## src/core/ccs_map.vh

```
// register map and field layout of the clock switchover and sleep control block
`ifndef CCS_MAP_VH
`define CCS_MAP_VH

// ----------------------------------------------------------------
// register address in the special-function-register space
// ----------------------------------------------------------------
`define CCS_CTRL_ADDR      8'h80

// ----------------------------------------------------------------
// field positions of clock_switch_control
// ----------------------------------------------------------------
`define CCS_METER_SEL_BIT  7
`define CCS_PLL_START_BIT  6
`define CCS_FORCE_SLP_BIT  5
`define CCS_METER_GATE_BIT 4
`define CCS_LCD_GATE_BIT   3
`define CCS_SLP_HI_BIT     2
`define CCS_SLP_LO_BIT     1
`define CCS_PROC_SEL_BIT   0

// ----------------------------------------------------------------
// reset value and sleep field codes
// ----------------------------------------------------------------
`define CCS_CTRL_RESET     8'h00
`define CCS_SLP_AWAKE      2'h0
`define CCS_SLP_LIGHT_A    2'h1
`define CCS_SLP_DEEP       2'h2
`define CCS_SLP_LIGHT_B    2'h3
`define CCS_UNMAPPED_READ  8'h00

`endif

```

## src/core/ccs_ctrl.v

```verilog
// clock switchover and sleep control register with its sleep state machine
`timescale 1ns/10ps
`default_nettype none
`include "ccs_map.vh"

// Notes on behaviour
// - bit 7 picks metering clock source, reads back
// - pll start write starts pll, selects it
// - accepted pll start locks; zero unlocks only
// - force sleep: processor on oscillator, pll off, stop
// - force sleep sleeps only on battery, never deep
// - bits 4,3 stop metering, lcd clocks
// - lcd gate acts only with both pll selects
// - battery, osc processor: 01/11 enters sleep
// - same preconditions: 10 enters deep sleep
// - bit 0 picks processor clock source, reads back
// - non-resetting wakeup resumes with state kept
// - such wakeup clears bits 6,5,2,1 only
// - line power indicator high above sense threshold
// - deep sleep exits on io or power recovery
module ccs_ctrl
(
  // clock and reset
  input  wire       mclk,
  input  wire       rstn,
  // special-function-register port
  input  wire [7:0] sfr_addr,
  input  wire [7:0] sfr_wdata,
  input  wire       sfr_we,
  input  wire       sfr_re,
  output reg  [7:0] sfr_rdata,
  // asynchronous inputs from pins and analog blocks
  input  wire       supply_sense_input,
  input  wire       wake_io,
  input  wire       wake_rtc_cf,
  // wakeup configuration, same clock domain
  input  wire       wakeup_without_reset,
  // clock source selects and pll control
  output wire       processor_clock_select,
  output wire       metering_clock_select,
  output wire       pll_enable,
  output wire       clock_lock,
  // clock enables
  output wire       processor_clock_enable,
  output wire       auxiliary_clock_enable,
  output wire       metering_clock_enable,
  output wire       lcd_clock_enable,
  // power and sleep status
  output wire       line_power_indicator,
  output wire       sleep_active,
  output wire       deep_sleep_active,
  output reg        wake_reset_req
);

  // ----------------------------------------------------------------
  // state encoding
  // ----------------------------------------------------------------
  localparam [2:0] ST_AWAKE = 3'b001;  // processor running
  localparam [2:0] ST_SLEEP = 3'b010;  // sleep
  localparam [2:0] ST_DEEP  = 3'b100;  // deep sleep

  // ----------------------------------------------------------------
  // declarations
  // ----------------------------------------------------------------
  reg  [7:0] ctrl;            // clock_switch_control contents
  reg  [7:0] next_ctrl;       // next register value
  reg        pll_run;         // pll oscillator running
  reg        next_pll_run;    // next pll state
  reg  [2:0] state;           // sleep state machine
  reg  [2:0] next_state;      // next sleep state
  reg        accept_start;    // pll start write honoured
  reg        go_sleep;        // entry into sleep this cycle
  reg        go_deep;         // entry into deep sleep this cycle
  reg        wake_fire;       // a valid wake event this cycle
  wire       ctrl_write;      // write to our address
  wire [2:0] sync_lvl;        // synchronised async inputs
  wire [2:0] rise;            // rising edges of those inputs
  wire       power_restore;   // line power came back
  wire [1:0] slp_field;       // sleep field being written
  wire       battery;         // running from battery

  // ----------------------------------------------------------------
  // input synchronisation and edge detection
  // ----------------------------------------------------------------
  ccs_sync
  #(
    .WIDTH (3)
  )
  u_sync
  (
    .mclk     (mclk),
    .rstn     (rstn),
    .async_in ({wake_rtc_cf, wake_io, supply_sense_input}),
    .sync_out (sync_lvl)
  );

  ccs_edge
  #(
    .WIDTH (3)
  )
  u_edge
  (
    .mclk       (mclk),
    .rstn       (rstn),
    .level_in   (sync_lvl),
    .rise_pulse (rise)
  );

  // comparator output high means line supply above threshold
  assign line_power_indicator = sync_lvl[0];
  assign battery              = ~sync_lvl[0];
  assign power_restore        = rise[0];

  // ----------------------------------------------------------------
  // write decode
  // ----------------------------------------------------------------
  assign ctrl_write = sfr_we & (sfr_addr == `CCS_CTRL_ADDR);
  assign slp_field  = sfr_wdata[`CCS_SLP_HI_BIT:`CCS_SLP_LO_BIT];

  // ----------------------------------------------------------------
  // wake qualification per sleep state
  // ----------------------------------------------------------------
  always @*
  begin
    wake_fire = 1'b0;
    case (state)
      ST_SLEEP:
        // any source ends light sleep
        wake_fire = rise[1] | rise[2] | power_restore;
      ST_DEEP:
        // only io or power recovery ends deep sleep
        wake_fire = rise[1] | power_restore;
      ST_AWAKE:
        wake_fire = 1'b0;
      default:
        wake_fire = 1'b0;
    endcase
  end

  // ----------------------------------------------------------------
  // next register value
  // ----------------------------------------------------------------
  always @*
  begin
    next_ctrl    = ctrl;
    next_pll_run = pll_run;
    accept_start = 1'b0;
    if (wake_fire)
    begin
      if (wakeup_without_reset)
      begin
        // keep everything but the sleep and start bits
        next_ctrl[`CCS_PLL_START_BIT] = 1'b0;
        next_ctrl[`CCS_FORCE_SLP_BIT] = 1'b0;
        next_ctrl[`CCS_SLP_HI_BIT]    = 1'b0;
        next_ctrl[`CCS_SLP_LO_BIT]    = 1'b0;
      end
      else
      begin
        // default wake returns to the oscillator state
        next_ctrl    = `CCS_CTRL_RESET;
        next_pll_run = 1'b0;
      end
    end
    else if (ctrl_write)
    begin
      // source selects move only while unlocked
      if (!ctrl[`CCS_PLL_START_BIT])
      begin
        next_ctrl[`CCS_METER_SEL_BIT] = sfr_wdata[`CCS_METER_SEL_BIT];
        next_ctrl[`CCS_PROC_SEL_BIT]  = sfr_wdata[`CCS_PROC_SEL_BIT];
        if (sfr_wdata[`CCS_METER_SEL_BIT] | sfr_wdata[`CCS_PROC_SEL_BIT])
          next_pll_run = 1'b1;
      end
      // clock gates store freely
      next_ctrl[`CCS_METER_GATE_BIT] = sfr_wdata[`CCS_METER_GATE_BIT];
      next_ctrl[`CCS_LCD_GATE_BIT]   = sfr_wdata[`CCS_LCD_GATE_BIT];
      // sleep field always stores; entry is decided below
      next_ctrl[`CCS_SLP_HI_BIT] = sfr_wdata[`CCS_SLP_HI_BIT];
      next_ctrl[`CCS_SLP_LO_BIT] = sfr_wdata[`CCS_SLP_LO_BIT];
      // pll start honoured only with force sleep clear
      accept_start = ~ctrl[`CCS_FORCE_SLP_BIT] & ~sfr_wdata[`CCS_FORCE_SLP_BIT];
      if (accept_start)
      begin
        next_ctrl[`CCS_PLL_START_BIT] = sfr_wdata[`CCS_PLL_START_BIT];
        if (sfr_wdata[`CCS_PLL_START_BIT])
        begin
          // start pll and hand it the processor clock
          next_pll_run                 = 1'b1;
          next_ctrl[`CCS_PROC_SEL_BIT] = 1'b1;
        end
      end
      // force sleep overrides processor source and pll
      next_ctrl[`CCS_FORCE_SLP_BIT] = sfr_wdata[`CCS_FORCE_SLP_BIT];
      if (sfr_wdata[`CCS_FORCE_SLP_BIT])
      begin
        next_ctrl[`CCS_PROC_SEL_BIT]  = 1'b0;
        next_ctrl[`CCS_PLL_START_BIT] = 1'b0;
        next_pll_run                  = 1'b0;
      end
    end
  end

  // ----------------------------------------------------------------
  // sleep entry decision
  // ----------------------------------------------------------------
  always @*
  begin
    go_sleep = 1'b0;
    go_deep  = 1'b0;
    if (ctrl_write && !wake_fire && battery)
    begin
      if (sfr_wdata[`CCS_FORCE_SLP_BIT])
        go_sleep = 1'b1;
      else if (!ctrl[`CCS_PROC_SEL_BIT] && !next_ctrl[`CCS_PROC_SEL_BIT])
      begin
        // processor already on oscillator; field picks depth
        case (slp_field)
          `CCS_SLP_LIGHT_A: go_sleep = 1'b1;
          `CCS_SLP_LIGHT_B: go_sleep = 1'b1;
          `CCS_SLP_DEEP:    go_deep  = 1'b1;
          `CCS_SLP_AWAKE:   go_sleep = 1'b0;
          default:          go_sleep = 1'b0;
        endcase
      end
    end
  end

  // ----------------------------------------------------------------
  // sleep state machine
  // ----------------------------------------------------------------
  always @*
  begin
    next_state = state;
    case (state)
      ST_AWAKE:
        if (go_deep)
          next_state = ST_DEEP;
        else if (go_sleep)
          next_state = ST_SLEEP;
      ST_SLEEP:
        if (wake_fire)
          next_state = ST_AWAKE;
      ST_DEEP:
        if (wake_fire)
          next_state = ST_AWAKE;
      default:
        next_state = ST_AWAKE;
    endcase
  end

  // ----------------------------------------------------------------
  // registers
  // ----------------------------------------------------------------
  always @(posedge mclk or negedge rstn)
  begin
    if (!rstn)
    begin
      ctrl           <= `CCS_CTRL_RESET;
      pll_run        <= 1'b0;
      state          <= ST_AWAKE;
      wake_reset_req <= 1'b0;
    end
    else
    begin
      ctrl           <= next_ctrl;
      pll_run        <= next_pll_run;
      state          <= next_state;
      // pulse to reset the rest of the system on a default wake
      wake_reset_req <= wake_fire & ~wakeup_without_reset;
    end
  end

  // ----------------------------------------------------------------
  // read port, registered data
  // ----------------------------------------------------------------
  always @(posedge mclk or negedge rstn)
  begin
    if (!rstn)
      sfr_rdata <= `CCS_UNMAPPED_READ;
    else if (sfr_re)
    begin
      if (sfr_addr == `CCS_CTRL_ADDR)
        sfr_rdata <= ctrl;
      else
        sfr_rdata <= `CCS_UNMAPPED_READ;
    end
  end

  // ----------------------------------------------------------------
  // clock outputs
  // ----------------------------------------------------------------
  assign processor_clock_select = ctrl[`CCS_PROC_SEL_BIT];
  assign metering_clock_select  = ctrl[`CCS_METER_SEL_BIT];
  assign pll_enable             = pll_run;
  assign clock_lock             = ctrl[`CCS_PLL_START_BIT];

  // processor and auxiliary clocks stop in either sleep state
  assign processor_clock_enable = (state == ST_AWAKE);
  assign auxiliary_clock_enable = (state == ST_AWAKE);

  // metering clock gate acts at once
  assign metering_clock_enable = ~ctrl[`CCS_METER_GATE_BIT];

  // lcd gate needs pll on both processor and metering clocks
  assign lcd_clock_enable = ~(ctrl[`CCS_LCD_GATE_BIT]
                              & ctrl[`CCS_PROC_SEL_BIT]
                              & ctrl[`CCS_METER_SEL_BIT]);

  // state flags
  assign sleep_active      = (state == ST_SLEEP);
  assign deep_sleep_active = (state == ST_DEEP);

endmodule // ccs_ctrl

`default_nettype wire

```

## src/core/ccs_sync.v

```verilog
// two-flop synchroniser for asynchronous level inputs
`timescale 1ns/10ps
`default_nettype none

module ccs_sync
#(
  parameter WIDTH = 1
)
(
  // clock and reset
  input  wire             mclk,
  input  wire             rstn,
  // asynchronous level in, synchronised level out
  input  wire [WIDTH-1:0] async_in,
  output wire [WIDTH-1:0] sync_out
);

  reg [WIDTH-1:0] stage_a;  // first stage, read only by stage_b
  reg [WIDTH-1:0] stage_b;  // second stage, safe to use

  // ----------------------------------------------------------------
  // two flip-flops per bit
  // ----------------------------------------------------------------
  genvar gi;
  generate
    for (gi = 0; gi < WIDTH; gi = gi + 1)
    begin : g_bit
      always @(posedge mclk or negedge rstn)
      begin
        if (!rstn)
        begin
          stage_a[gi] <= 1'b0;
          stage_b[gi] <= 1'b0;
        end
        else
        begin
          stage_a[gi] <= async_in[gi];
          stage_b[gi] <= stage_a[gi];
        end
      end
    end
  endgenerate

  assign sync_out = stage_b;

endmodule // ccs_sync

`default_nettype wire

```

## src/core/ccs_edge.v

```verilog
// rising-edge pulse detector on synchronised levels
`timescale 1ns/10ps
`default_nettype none

module ccs_edge
#(
  parameter WIDTH = 1
)
(
  // clock and reset
  input  wire             mclk,
  input  wire             rstn,
  // level in, one-cycle pulse out on each rise
  input  wire [WIDTH-1:0] level_in,
  output wire [WIDTH-1:0] rise_pulse
);

  reg [WIDTH-1:0] level_d;  // previous level

  // ----------------------------------------------------------------
  // delay each bit by one cycle and compare
  // ----------------------------------------------------------------
  genvar gi;
  generate
    for (gi = 0; gi < WIDTH; gi = gi + 1)
    begin : g_bit
      always @(posedge mclk or negedge rstn)
      begin
        if (!rstn)
          level_d[gi] <= 1'b0;
        else
          level_d[gi] <= level_in[gi];
      end
      assign rise_pulse[gi] = level_in[gi] & ~level_d[gi];
    end
  endgenerate

endmodule // ccs_edge

`default_nettype wire

```

## config.mk

```make
export PLATFORM = sky130hd
export DESIGN_NAME = ccs_ctrl
export DESIGN_NICKNAME = d
export VERILOG_FILES = /design/src/core/ccs_ctrl.v /design/src/core/ccs_sync.v /design/src/core/ccs_edge.v
export VERILOG_INCLUDE_DIRS = /design/src /design/src/core
export SDC_FILE = /design/constraint.sdc
export NUM_CORES = 1
export LEC_CHECK = 0
export ABC_AREA = 1
export BUFFER_PORTS_ARGS = -buffer_cell sky130_fd_sc_hd__buf_2
export CAP_MARGIN = 30
export CORE_ASPECT_RATIO = 0.7
export CORE_MARGIN = 5
export CORE_UTILIZATION = 31
export CTS_BUF_LIST = sky130_fd_sc_hd__clkbuf_4 sky130_fd_sc_hd__clkbuf_8
export CTS_CLUSTER_DIAMETER = 200
export DETAILED_ROUTE_END_ITERATION = 10
export PLACE_DENSITY = 0.56
export SYNTH_ARGS = -nofsm -noshare
export SYNTH_HDL_FRONTEND = slang
export SYNTH_SLANG_ARGS = --single-unit
export TNS_END_PERCENT = 1
```

## constraint.sdc

```tcl
create_clock -name mclk -period 1.3 [get_ports mclk]
set_input_delay 0 -clock mclk [delete_from_list [all_inputs] [get_ports mclk]]
set_output_delay 0 -clock mclk [all_outputs]
set_load 0.1 [all_outputs]
```

* Yosys cells after proc, flatten, opt, wreduce, memory -nomap -nowiden
Index checks and enable logic that the tools add are counted.
** Storage, ports and cells
- Bits in registers :: 30
- Input port bits :: 24
- Output and inout port bits :: 20
- Logic and storage cells :: 97
** Operators by class
- Equal/unequal tests :: 11
- Muxes and demuxes :: 33
- Bitwise gates (word level) :: 21
- Reductions and logical operators :: 14
** Operator list (count)
- $mux 1 :: 24
- $mux 8 :: 3
- $mux 3 :: 3
- $not 1->1 :: 9
- $and 1x1->1 :: 8
- $eq 8x8->1 const B :: 1
- $pmux 3 s2 :: 1
- $reduce_and 2->1 :: 3
- $eq 2x2->1 const B :: 2
- $ne 2x1->1 const B :: 2
- $or 1x1->1 :: 4
- $reduce_or 2->1 :: 2
- $eq 3x1->1 const B :: 1
- $eq 3x2->1 const B :: 1
- $eq 3x3->1 const B :: 1
- $logic_and 1x1->1 :: 3
- $logic_not 1->1 :: 3
- $ne 3x1->1 const B :: 1
- $reduce_and 3->1 :: 1
- $reduce_bool 3->1 :: 1
- $eq 2x1->1 const B :: 1
- $mux 2 :: 1
- $ne 2x2->1 const B :: 1
- $pmux 1 s2 :: 1
- $reduce_bool 2->1 :: 1

* Depth between registers and ports, before layout
Gate-level depths: netlist (run 1).
- Depth after elaboration :: 14
- Mapped depth :: 13
- Depth with buffers taken out :: 13

* By module
Synthesis (run 1) repeated with hierarchy kept, for this count alone.
** Second synthesis, totals
- Cells, all modules :: 168
- Area, all modules :: 1393.8 sq um
** Modules (own cells, without submodules)
- ccs_ctrl :: instances 1, cells each 153, area each 1138.6 sq um, sequential area each 526.8 sq um
- ccs_sync :: instances 1, cells each 6, area each 150.1 sq um, sequential area each 150.1 sq um
- ccs_edge :: instances 1, cells each 9, area each 105.1 sq um, sequential area each 75.1 sq um

* Worst setup path after synthesis (run 1)
No wires, ideal clock.
- Path kind :: register -> register
- From :: register state[0]
- To :: register state[1]
- Setup time :: 0.073 ns
- Arrival time :: 3.263 ns
- Required time :: 1.227 ns
- Setup slack :: -2.036 ns
- Cell stages (with the launch flop) :: 7
- Buffers on the path :: 0
- Clock period less this slack :: 3.336 ns
- Cell sequence :: dfstp_2 > inv_1 > nor3_1 > inv_1 > nand2_1 > nand2_1 > a21oi_2
** Between the ends
- Elaborated cells between the ends (all ways) :: 22
- Those cells by class :: 5 x eq/ne; 10 x mux; 7 x reduce/logical
** RTL lines
- start, declared :: RTL line ccs_ctrl.v:69 : reg [2:0] state;
- start signal, assigned :: RTL line ccs_ctrl.v:268 : state <= next_state;
- $eq 3x1->1 *
- via auxiliary_clock_enable :: RTL line ccs_ctrl.v:45 : output wire auxiliary_clock_enable,
- $ne 3x1->1 (no source line)
- $reduce_and 2->1 (no source line)
The timed path passes the listed nets; every way through them passes the cells marked *.
A chain may end at the register's enable or synchronous reset.

* Final worst setup path (run 1)
- From :: register state[0]
- To :: register ctrl[7]
** Between the ends
- Cells in the longest elaborated chain, start to end :: 4
- Elaborated cells between the ends (all ways) :: 8
- Those cells by class :: 4 x eq/ne; 2 x mux; 2 x reduce/logical
** Ends and longest elaborated chain
- $eq 3x3->1 / $eq 3x2->1 (equally long branches) :: RTL line ccs_ctrl.v:126 : case (state)
- $pmux 1 s2 * :: RTL line ccs_ctrl.v:126
- $ne 2x1->1 (no source line), or another cell as far along
- $reduce_and 3->1 (no source line)
- end signal, assigned :: RTL line ccs_ctrl.v:259 : ctrl <= `CCS_CTRL_RESET;
- end signal, assigned :: RTL line ccs_ctrl.v:266 : ctrl <= next_ctrl;
- end, declared :: RTL line ccs_ctrl.v:65 : reg [7:0] ctrl;
Mark *: on every way between the ends. The rest lies on a longest branch, timed or not.

==> results of run 1 <==
==> worst max-delay path, cell delays in order, from the launching register on <==
cell	delay [ns]
sky130_fd_sc_hd__dfstp_2	0.54
sky130_fd_sc_hd__nor2_2	0.04
sky130_fd_sc_hd__nand2_2	0.08
sky130_fd_sc_hd__nand2_2	0.07
sky130_fd_sc_hd__nand2_4	0.09
sky130_fd_sc_hd__nand2_8	0.08
sky130_fd_sc_hd__buf_6	0.13
sky130_fd_sc_hd__o21ai_4	0.22
sky130_fd_sc_hd__nand2_2	0.08
sky130_fd_sc_hd__nand2_1	0.05
sky130_fd_sc_hd__o21ai_1	0.05
==> per-layer routing <==
metal | vias to the layer above | routed length, um | track usage (%)
met1 | 591 | 1800 | 18.0
met5 | - | 0 | 0
met3 | 5 | 209 | 4.06
met2 | 29 | 1510 | 16.8
met4 | 0 | 25 | 3.85
li1 | 682 | - | -
==> worst min-delay path by stage <==
stage,to,cells past startpoint
6_report,ctrl[7],3
4_1_cts,ctrl[7],3
2_1_floorplan,ctrl[0],0
3_3_place_gp,u_sync.stage_a[0],2
3_5_place_dp,state[1],2
5_1_grt,ctrl[7],3
==> flip-flops by register name (all words and copies together) (netlist names) <==
name and flops:
wake_reset_req 1, u_edge.level_d 3, u_sync.stage_a 3, state 3
ctrl 8, pll_enable 1, u_sync.sync_out 3, sfr_rdata 8
==> cells by family (layout without fill, tap and decap cells) <==
family                 after synthesis  count (layout)  synth area share, %
buffers and inverters               34             109                 9.62
AO/OA/AOI/OAI                       25              25                 10.3
flip-flops                          30              30                 53.0
AND/OR/NAND/NOR                     80              80                 27.0
==> synthesized netlist by cell type, types with 2 or more instances <==
library cell / count
sky130_fd_sc_hd__o21ai_2: 2
sky130_fd_sc_hd__o22ai_1: 8
sky130_fd_sc_hd__nor3_1: 4
sky130_fd_sc_hd__nand3_1: 8
sky130_fd_sc_hd__nand2_2: 6
sky130_fd_sc_hd__dfrtp_1: 29
sky130_fd_sc_hd__o21ai_1: 2
sky130_fd_sc_hd__nand2_1: 37
sky130_fd_sc_hd__clkbuf_1: 2
sky130_fd_sc_hd__nand3_2: 3
sky130_fd_sc_hd__nand4_1: 3
sky130_fd_sc_hd__nor2_2: 3
sky130_fd_sc_hd__buf_4: 2
sky130_fd_sc_hd__inv_1: 29
sky130_fd_sc_hd__o21ai_0: 10
sky130_fd_sc_hd__nor2_1: 13
sky130_fd_sc_hd__a21oi_1: 2
==> through the flow <==
| step | hold slack [ns] | std cells | setup TNS (ns) | instance area, sq um |
|---|---|---|---|---|
| global placement | 0.0366 | 278 | -0.839 | 1890 |
| CTS | 0.000785 | 296 | -2.35 | 2150 |
| floorplan | -0.296 | 169 | -5.03 | 1440 |
| detailed placement | 0.0373 | 278 | -1.19 | 1890 |
| global route | 0.0163 | 299 | -4.37 | 2230 |
| finish | 0.00627 | 299 | -2.98 | 2230 |
==> what timing repair did <==
| action | CTS | global route |
|---|---|---|
| gates resized for setup | 10 | 15 |
| setup endpoints to repair | 15 | 17 |
| gates cloned | 0 | 0 |
| hold buffers | 7 | 0 |
| hold endpoints to repair | 35 | 0 |
| buffers inserted | 3 | 3 |
| pin swaps | 6 | 6 |
==> area by class of cell <==
type / instances / area share, %
inverter: 30 / 5.22
timing repair buffer: 71 / 23.8
sequential: 30 / 33.9
tap: 55 / 3.09
clock buffer: 6 / 3.71
clock inverter: 2 / 2.70
multi-input combinational: 105 / 27.6
==> power breakdown <==
group	total (uW)	switching [uW]	internal, uW
clock network	1170	353	817
registers	1000	22.3	978
logic	520	351	169
==> cells in the final DEF (no fill, tap or decap), types with 2 or more instances in the layout <==
master / instances
sky130_fd_sc_hd__buf_2: 38
sky130_fd_sc_hd__nand2_1: 33
sky130_fd_sc_hd__inv_1: 28
sky130_fd_sc_hd__dfrtp_1: 27
sky130_fd_sc_hd__buf_4: 18
sky130_fd_sc_hd__nor2_1: 9
sky130_fd_sc_hd__nand2_2: 8
sky130_fd_sc_hd__o22ai_1: 8
sky130_fd_sc_hd__nand3_1: 7
sky130_fd_sc_hd__dlygate4sd3_1: 7
sky130_fd_sc_hd__o21ai_0: 6
sky130_fd_sc_hd__o21ai_1: 6
sky130_fd_sc_hd__clkbuf_8: 6
sky130_fd_sc_hd__nor2_2: 5
sky130_fd_sc_hd__buf_12: 5
sky130_fd_sc_hd__nand3_2: 3
sky130_fd_sc_hd__nand4_1: 3
sky130_fd_sc_hd__nor3_1: 3
sky130_fd_sc_hd__buf_6: 3
sky130_fd_sc_hd__nor3_4: 2
sky130_fd_sc_hd__nand2_4: 2
sky130_fd_sc_hd__nor2_4: 2
sky130_fd_sc_hd__a21oi_1: 2
sky130_fd_sc_hd__bufinv_16: 2
sky130_fd_sc_hd__dfrtp_2: 2
==> run_summary.xml, run 1 <==
<?xml version="1.0" encoding="UTF-8"?>
<metrics>
  <group name="run_status">
    <metric name="status" unit="">finished, violations left</metric>
    <metric name="failed_checks" unit="">negative setup slack</metric>
  </group>
  <group name="timing">
    <metric name="layout_min_cycle_time" unit="ns">1.55</metric>
    <metric name="final_critical_path_setup_slack" unit="ns">-0.248</metric>
    <metric name="setup-violations-final" unit="">16</metric>
    <metric name="clock-skew-final" unit="ns">0.00523</metric>
    <metric name="maxSlewViolCount" unit="">0</metric>
    <metric name="worstMarginPinSlew" unit="ns">0.495</metric>
    <metric name="grt_setup_unrepaired" unit="">true</metric>
    <metric name="relSlewSlack" unit="%">67.2</metric>
    <metric name="min_period_over_period" unit="%">119</metric>
    <metric name="final-hold-violation-count" unit="">0</metric>
    <metric name="fmax" unit="MHz">646</metric>
  </group>
  <group name="synthesis">
    <metric name="post_synth_top_flop" unit="">sky130_fd_sc_hd__dfrtp_1</metric>
    <metric name="synth_top_area_share" unit="%">51.2</metric>
    <metric name="synthesized_flop_and_latch_total" unit="">30</metric>
    <metric name="seq_area_frac_synth" unit="%">53.0</metric>
    <metric name="synth_edf_count" unit="">0</metric>
    <metric name="post_synth_instance_area" unit="sq um">1420</metric>
    <metric name="avgSynthCellArea" unit="sq um">8.39</metric>
    <metric name="mappedNetlistNets" unit="">193</metric>
    <metric name="post_synth_arst_share" unit="%">100</metric>
    <metric name="synth_cell_types" unit="">23</metric>
    <metric name="synthDominantAreaCellType" unit="">sky130_fd_sc_hd__dfrtp_1</metric>
    <metric name="netlist_instances" unit="">169</metric>
    <metric name="synth-warning-count" unit="">0</metric>
    <metric name="synth_area_leaders" unit="">sky130_fd_sc_hd__dfrtp_1 51%, sky130_fd_sc_hd__nand2_1 9.8%, sky130_fd_sc_hd__inv_1 7.7%, sky130_fd_sc_hd__o21ai_0 3.5%, sky130_fd_sc_hd__o22ai_1 3.5%</metric>
  </group>
  <group name="global_route">
    <metric name="grt_antenna_before_repair" unit="">0</metric>
    <metric name="globalRouteOverflowTotal" unit="">0</metric>
    <metric name="first_global_vias" unit="">1205</metric>
    <metric name="first_pass_grt_wire_length" unit="um">5730</metric>
    <metric name="grt_usage" unit="%">12.3</metric>
    <metric name="grt_max_degree" unit="">31</metric>
  </group>
  <group name="final_layout">
    <metric name="multi_input_gate_area_in_the_final_layout" unit="sq um">616</metric>
    <metric name="final_core_utilization" unit="%">50.9</metric>
    <metric name="antenna-diode-count" unit="">0</metric>
    <metric name="nFillCells" unit="">437</metric>
    <metric name="synthToLayoutAreaGrowth" unit="%">57.1</metric>
    <metric name="nets" unit="">267</metric>
    <metric name="area.sequential" unit="sq um">754</metric>
    <metric name="final_layout_size_suffix_gt1_share" unit="%">43.0</metric>
  </group>
  <group name="detailed_routing">
    <metric name="wirelength" unit="um">3540</metric>
    <metric name="drt-wirelength-per-cell" unit="um">11.8</metric>
    <metric name="drtPass1Iterations" unit="">4</metric>
    <metric name="route.vias.total" unit="">1307</metric>
    <metric name="drc" unit="">0</metric>
    <metric name="ant_nets" unit="">0</metric>
    <metric name="detail_route.iter0.violations" unit="">49</metric>
    <metric name="routed_via_density" unit="">4.37</metric>
  </group>
  <group name="power">
    <metric name="vdd_ir_drop_max" unit="mV">0.819</metric>
    <metric name="power.density" unit="nW/um^2">1210</metric>
    <metric name="post-layout-total-power" unit="uW">2690</metric>
    <metric name="cellLeakagePower" unit="uW">0.00110</metric>
  </group>
  <group name="place">
    <metric name="place.gp.congestion" unit="">0.829</metric>
    <metric name="hpwlAfterDp" unit="um">2650</metric>
    <metric name="preCtsSetupSlack" unit="ns">-0.187</metric>
    <metric name="port-buffer-count" unit="">43</metric>
  </group>
  <group name="critical_path">
    <metric name="startpoint_type" unit="">flip-flop</metric>
    <metric name="worstSetupStartpoint" unit="">state[0]</metric>
    <metric name="critical_path_peak_fanout" unit="">8</metric>
    <metric name="cp_data_required_time" unit="ns">1.47</metric>
    <metric name="reg2reg_depth" unit="">10</metric>
    <metric name="timing.critical_path.arrival" unit="ns">1.72</metric>
    <metric name="critical_path.endpoint_type" unit="">flip-flop</metric>
    <metric name="endpoint" unit="">ctrl[7]</metric>
    <metric name="timing.setup.critical_path_class" unit="">flip-flop to flip-flop</metric>
    <metric name="worst_r2r_endpoint" unit="">ctrl[7]</metric>
    <metric name="rrSetupSlack" unit="ns">-0.25</metric>
    <metric name="timing.rr.start" unit="">state[0]</metric>
  </group>
  <group name="floorplan">
    <metric name="core_area" unit="sq um">4380</metric>
    <metric name="die_area" unit="sq um">6050</metric>
    <metric name="dieHeight" unit="um">66.6</metric>
    <metric name="ioPinCount" unit="">44</metric>
    <metric name="fp.dieW" unit="um">90.8</metric>
    <metric name="rows" unit="">20</metric>
    <metric name="initial_utilization" unit="%">32.4</metric>
  </group>
  <group name="clocking">
    <metric name="buffer_depth_of_the_longest_clock_path" unit="">2</metric>
    <metric name="tritoncts.num_buffers" unit="">5</metric>
    <metric name="clk_transition_reported_paths" unit="ns">0.07</metric>
    <metric name="clk_latency" unit="ns">0.28</metric>
    <metric name="cts_root_buffer" unit="">sky130_fd_sc_hd__clkbuf_8</metric>
    <metric name="tritoncts" unit="">done</metric>
    <metric name="clock-sinks" unit="">30</metric>
    <metric name="h-tree-depth" unit="">2</metric>
  </group>
  <group name="hold_path">
    <metric name="hp-start" unit="">sfr_wdata[7]</metric>
    <metric name="hold_path_class" unit="">input port to flip-flop</metric>
  </group>
  <group name="flow_run">
    <metric name="cap_viol_max_count" unit="">0</metric>
  </group>
</metrics>
(Power assumes the default switching activity.)
==> run 2, diff against run 1 <==
--- a/config.mk
+++ b/config.mk
@@ -7,7 +7,7 @@
 export NUM_CORES = 1
 export LEC_CHECK = 0
 export ABC_AREA = 1
-export BUFFER_PORTS_ARGS = -buffer_cell sky130_fd_sc_hd__buf_2
+export BUFFER_PORTS_ARGS = -buffer_cell sky130_fd_sc_hd__clkbuf_2
 export CAP_MARGIN = 30
 export CORE_ASPECT_RATIO = 0.7
 export CORE_MARGIN = 5
==> run 2 against run 1 <==
Against the previous run: the run still ends with negative setup slack left; clock skew barely moved; register-to-register slack gained 0.06 ns; global-route usage up 1.0 points; count of clock-buffer cells in the layout stayed put; cell area decreased by 1.3%; sequential share of layout area is 0.46 points higher.
==> run_summary.xml, run 2 (synthesis gave the netlist of run 1 again) <==
<?xml version="1.0" encoding="UTF-8"?>
<metrics>
  <group name="run_status">
    <metric name="status" unit="">finished, violations left</metric>
    <metric name="failed_checks" unit="">negative setup slack</metric>
  </group>
  <group name="timing">
    <metric name="setup_tns" unit="ns">-2.60</metric>
    <metric name="final_critical_path_setup_slack" unit="ns">-0.199</metric>
    <metric name="grt_setup_unrepaired" unit="">true</metric>
    <metric name="relSlewSlack" unit="%">64.0</metric>
    <metric name="worstMarginPinSlew" unit="ns">0.542</metric>
    <metric name="layout_min_cycle_time" unit="ns">1.50</metric>
    <metric name="setup-violations-final" unit="">16</metric>
    <metric name="fmax" unit="MHz">667</metric>
    <metric name="clock-skew-final" unit="ns">0.00492</metric>
    <metric name="final-hold-violation-count" unit="">0</metric>
    <metric name="maxSlewViolCount" unit="">0</metric>
    <metric name="min_period_over_period" unit="%">115</metric>
    <metric name="worst_hold_slack" unit="ns">0.0230</metric>
  </group>
  <group name="clocking">
    <metric name="h-tree-depth" unit="">2</metric>
    <metric name="tritoncts" unit="">done</metric>
    <metric name="cts_root_buffer" unit="">sky130_fd_sc_hd__clkbuf_8</metric>
    <metric name="clk_transition_reported_paths" unit="ns">0.07</metric>
    <metric name="clk_latency" unit="ns">0.29</metric>
    <metric name="tritoncts.num_buffers" unit="">5</metric>
    <metric name="buffer_depth_of_the_longest_clock_path" unit="">2</metric>
    <metric name="clock-sinks" unit="">30</metric>
  </group>
  <group name="detailed_routing">
    <metric name="wl_met3" unit="um">245</metric>
    <metric name="routed_via_density" unit="">4.41</metric>
    <metric name="drtPass1Iterations" unit="">4</metric>
    <metric name="route.vias.total" unit="">1333</metric>
    <metric name="detail_route.iter0.violations" unit="">38</metric>
    <metric name="ant_nets" unit="">0</metric>
    <metric name="drt-wirelength-per-cell" unit="um">12.7</metric>
    <metric name="m1WireLength" unit="um">1920</metric>
    <metric name="amount_of_wire_on_met2_after_detailed_routing" unit="um">1570</metric>
    <metric name="drc" unit="">0</metric>
    <metric name="topRoutingLayerUsed" unit="">met4</metric>
    <metric name="wirelength" unit="um">3840</metric>
  </group>
  <group name="critical_path">
    <metric name="critical_path.endpoint_type" unit="">output port</metric>
    <metric name="timing.critical_path.arrival" unit="ns">1.50</metric>
    <metric name="endpoint" unit="">deep_sleep_active</metric>
    <metric name="timing.rr.start" unit="">state[0]</metric>
    <metric name="critical_path_peak_fanout" unit="">3</metric>
    <metric name="cp_data_required_time" unit="ns">1.30</metric>
    <metric name="reg2reg_depth" unit="">11</metric>
    <metric name="timing.setup.critical_path_class" unit="">flip-flop to output port</metric>
    <metric name="rrSetupSlack" unit="ns">-0.19</metric>
    <metric name="worstSetupStartpoint" unit="">state[1]</metric>
    <metric name="worst_r2r_endpoint" unit="">state[2]</metric>
    <metric name="startpoint_type" unit="">flip-flop</metric>
  </group>
  <group name="global_route">
    <metric name="first_pass_grt_wire_length" unit="um">6180</metric>
    <metric name="grt_usage" unit="%">13.3</metric>
    <metric name="grt_max_degree" unit="">19</metric>
    <metric name="grt_antenna_before_repair" unit="">0</metric>
    <metric name="globalRouteOverflowTotal" unit="">0</metric>
    <metric name="first_global_vias" unit="">1330</metric>
  </group>
  <group name="floorplan">
    <metric name="fp.dieW" unit="um">90.8</metric>
    <metric name="die_area" unit="sq um">6050</metric>
    <metric name="dieHeight" unit="um">66.6</metric>
    <metric name="initial_utilization" unit="%">32.4</metric>
    <metric name="ioPinCount" unit="">44</metric>
    <metric name="core_area" unit="sq um">4380</metric>
    <metric name="rows" unit="">20</metric>
  </group>
  <group name="power">
    <metric name="cellLeakagePower" unit="uW">0.00109</metric>
    <metric name="power.density" unit="nW/um^2">1070</metric>
    <metric name="vdd_ir_drop_max" unit="mV">0.425</metric>
  </group>
  <group name="final_layout">
    <metric name="nFillCells" unit="">427</metric>
    <metric name="antenna-diode-count" unit="">0</metric>
    <metric name="reg.largest.list" unit="">ctrl (8), sfr_rdata (8)</metric>
    <metric name="nets" unit="">270</metric>
    <metric name="mostFrequentLayoutCell" unit="">sky130_fd_sc_hd__nand2_1</metric>
    <metric name="mostFrequentLayoutCells" unit="">35 x sky130_fd_sc_hd__nand2_1, 33 x sky130_fd_sc_hd__clkbuf_2, 28 x sky130_fd_sc_hd__inv_1</metric>
    <metric name="synthToLayoutAreaGrowth" unit="%">55.0</metric>
    <metric name="final_layout_size_suffix_gt1_share" unit="%">41.7</metric>
  </group>
  <group name="flow_run">
    <metric name="cap_viol_max_count" unit="">0</metric>
  </group>
  <group name="place">
    <metric name="hpwlAfterDp" unit="um">2860</metric>
    <metric name="place.gp.congestion" unit="">0.874</metric>
    <metric name="preCtsSetupSlack" unit="ns">-0.193</metric>
    <metric name="port-buffer-count" unit="">43</metric>
  </group>
  <group name="hold_path">
    <metric name="hold_path_class" unit="">input port to flip-flop</metric>
  </group>
</metrics>
[run 2: changes by cell type in the layout (fill, tap and decap cells not counted), moves of 3 or more]
cell	before	now
sky130_fd_sc_hd__o21ai_1	6	3
sky130_fd_sc_hd__o21ai_0	6	9
sky130_fd_sc_hd__buf_2	38	0
sky130_fd_sc_hd__clkbuf_2	0	33
sky130_fd_sc_hd__dlygate4sd3_1	7	10
sky130_fd_sc_hd__buf_4	18	24
[run 2: repair_timing]
action / in CTS / in global routing
setup endpoints to repair: 16 / 17
setup buffers: 3 / 2
gates resized for setup: 7 / 6
pin swaps: 5 / 4
hold buffers: 10 / 0
endpoints found under the hold margin: 38 / 0
[run 2: stage by stage]
stage | util (%) | std cells | cell area [sq um] | total power (uW)
after floorplan | - | 169 | 1440 | 1320
after global placement | 43.8 | 279 | 1920 | 1520
after detailed placement | 43.8 | 279 | 1920 | 1520
after CTS | 49.3 | 300 | 2160 | 2370
after global routing | 50.2 | 302 | 2200 | 2450
final | 50.2 | 302 | 2200 | 2350
[run 2: final cells by class]
| type | count | area (sq um) | area share [%] |
|---|---|---|---|
| flip-flops and latches | 30 | 754 | 34.3 |
| multi-input cells | 105 | 588 | 26.8 |
| repair buffers | 74 | 577 | 26.3 |
| inverters | 30 | 114 | 5.18 |
| clock buffers | 6 | 82.6 | 3.76 |
| well taps | 55 | 68.8 | 3.13 |
| clock inverters | 2 | 12.5 | 0.569 |
[run 2: worst min-delay path by stage]
| stage | from | end | slack, ns | cells past startpoint |
|---|---|---|---|---|
| final | sfr_wdata[1] | ctrl[1] | 0.02 | 3 |
| after global routing | sfr_wdata[1] | ctrl[1] | 0.05 | 3 |
| after CTS | sfr_wdata[1] | ctrl[1] | 0.02 | 3 |
| after detailed placement | rstn | u_sync.stage_a[0] | -0.07 | 1 |
| after global placement | rstn | u_sync.stage_a[0] | -0.07 | 1 |
| after floorplan | rstn | ctrl[0] | -0.30 | 0 |
[run 2: routing by layer]
metal,vias up,global-route usage [%]
met5,-,0
li1,687,-
met4,0,7.51
met1,602,18.2
met2,35,17.8
met3,9,4.97
[run 2: report_power, final]
| part | internal [uW] | switching [uW] |
|---|---|---|
| sequential | 978 | 22.4 |
| combinational | 186 | 355 |
| clock | 425 | 379 |
| total | 1590 | 757 |
[run 2: worst max-delay path, stage by stage (launching register included)]
cell and delay, ns:
sky130_fd_sc_hd__dfrtp_1 0.40, sky130_fd_sc_hd__nor2_1 0.12, sky130_fd_sc_hd__nand2_2 0.09, sky130_fd_sc_hd__buf_4 0.14
sky130_fd_sc_hd__buf_4 0.12, sky130_fd_sc_hd__buf_4 0.12, sky130_fd_sc_hd__inv_2 0.06, sky130_fd_sc_hd__buf_12 0.16
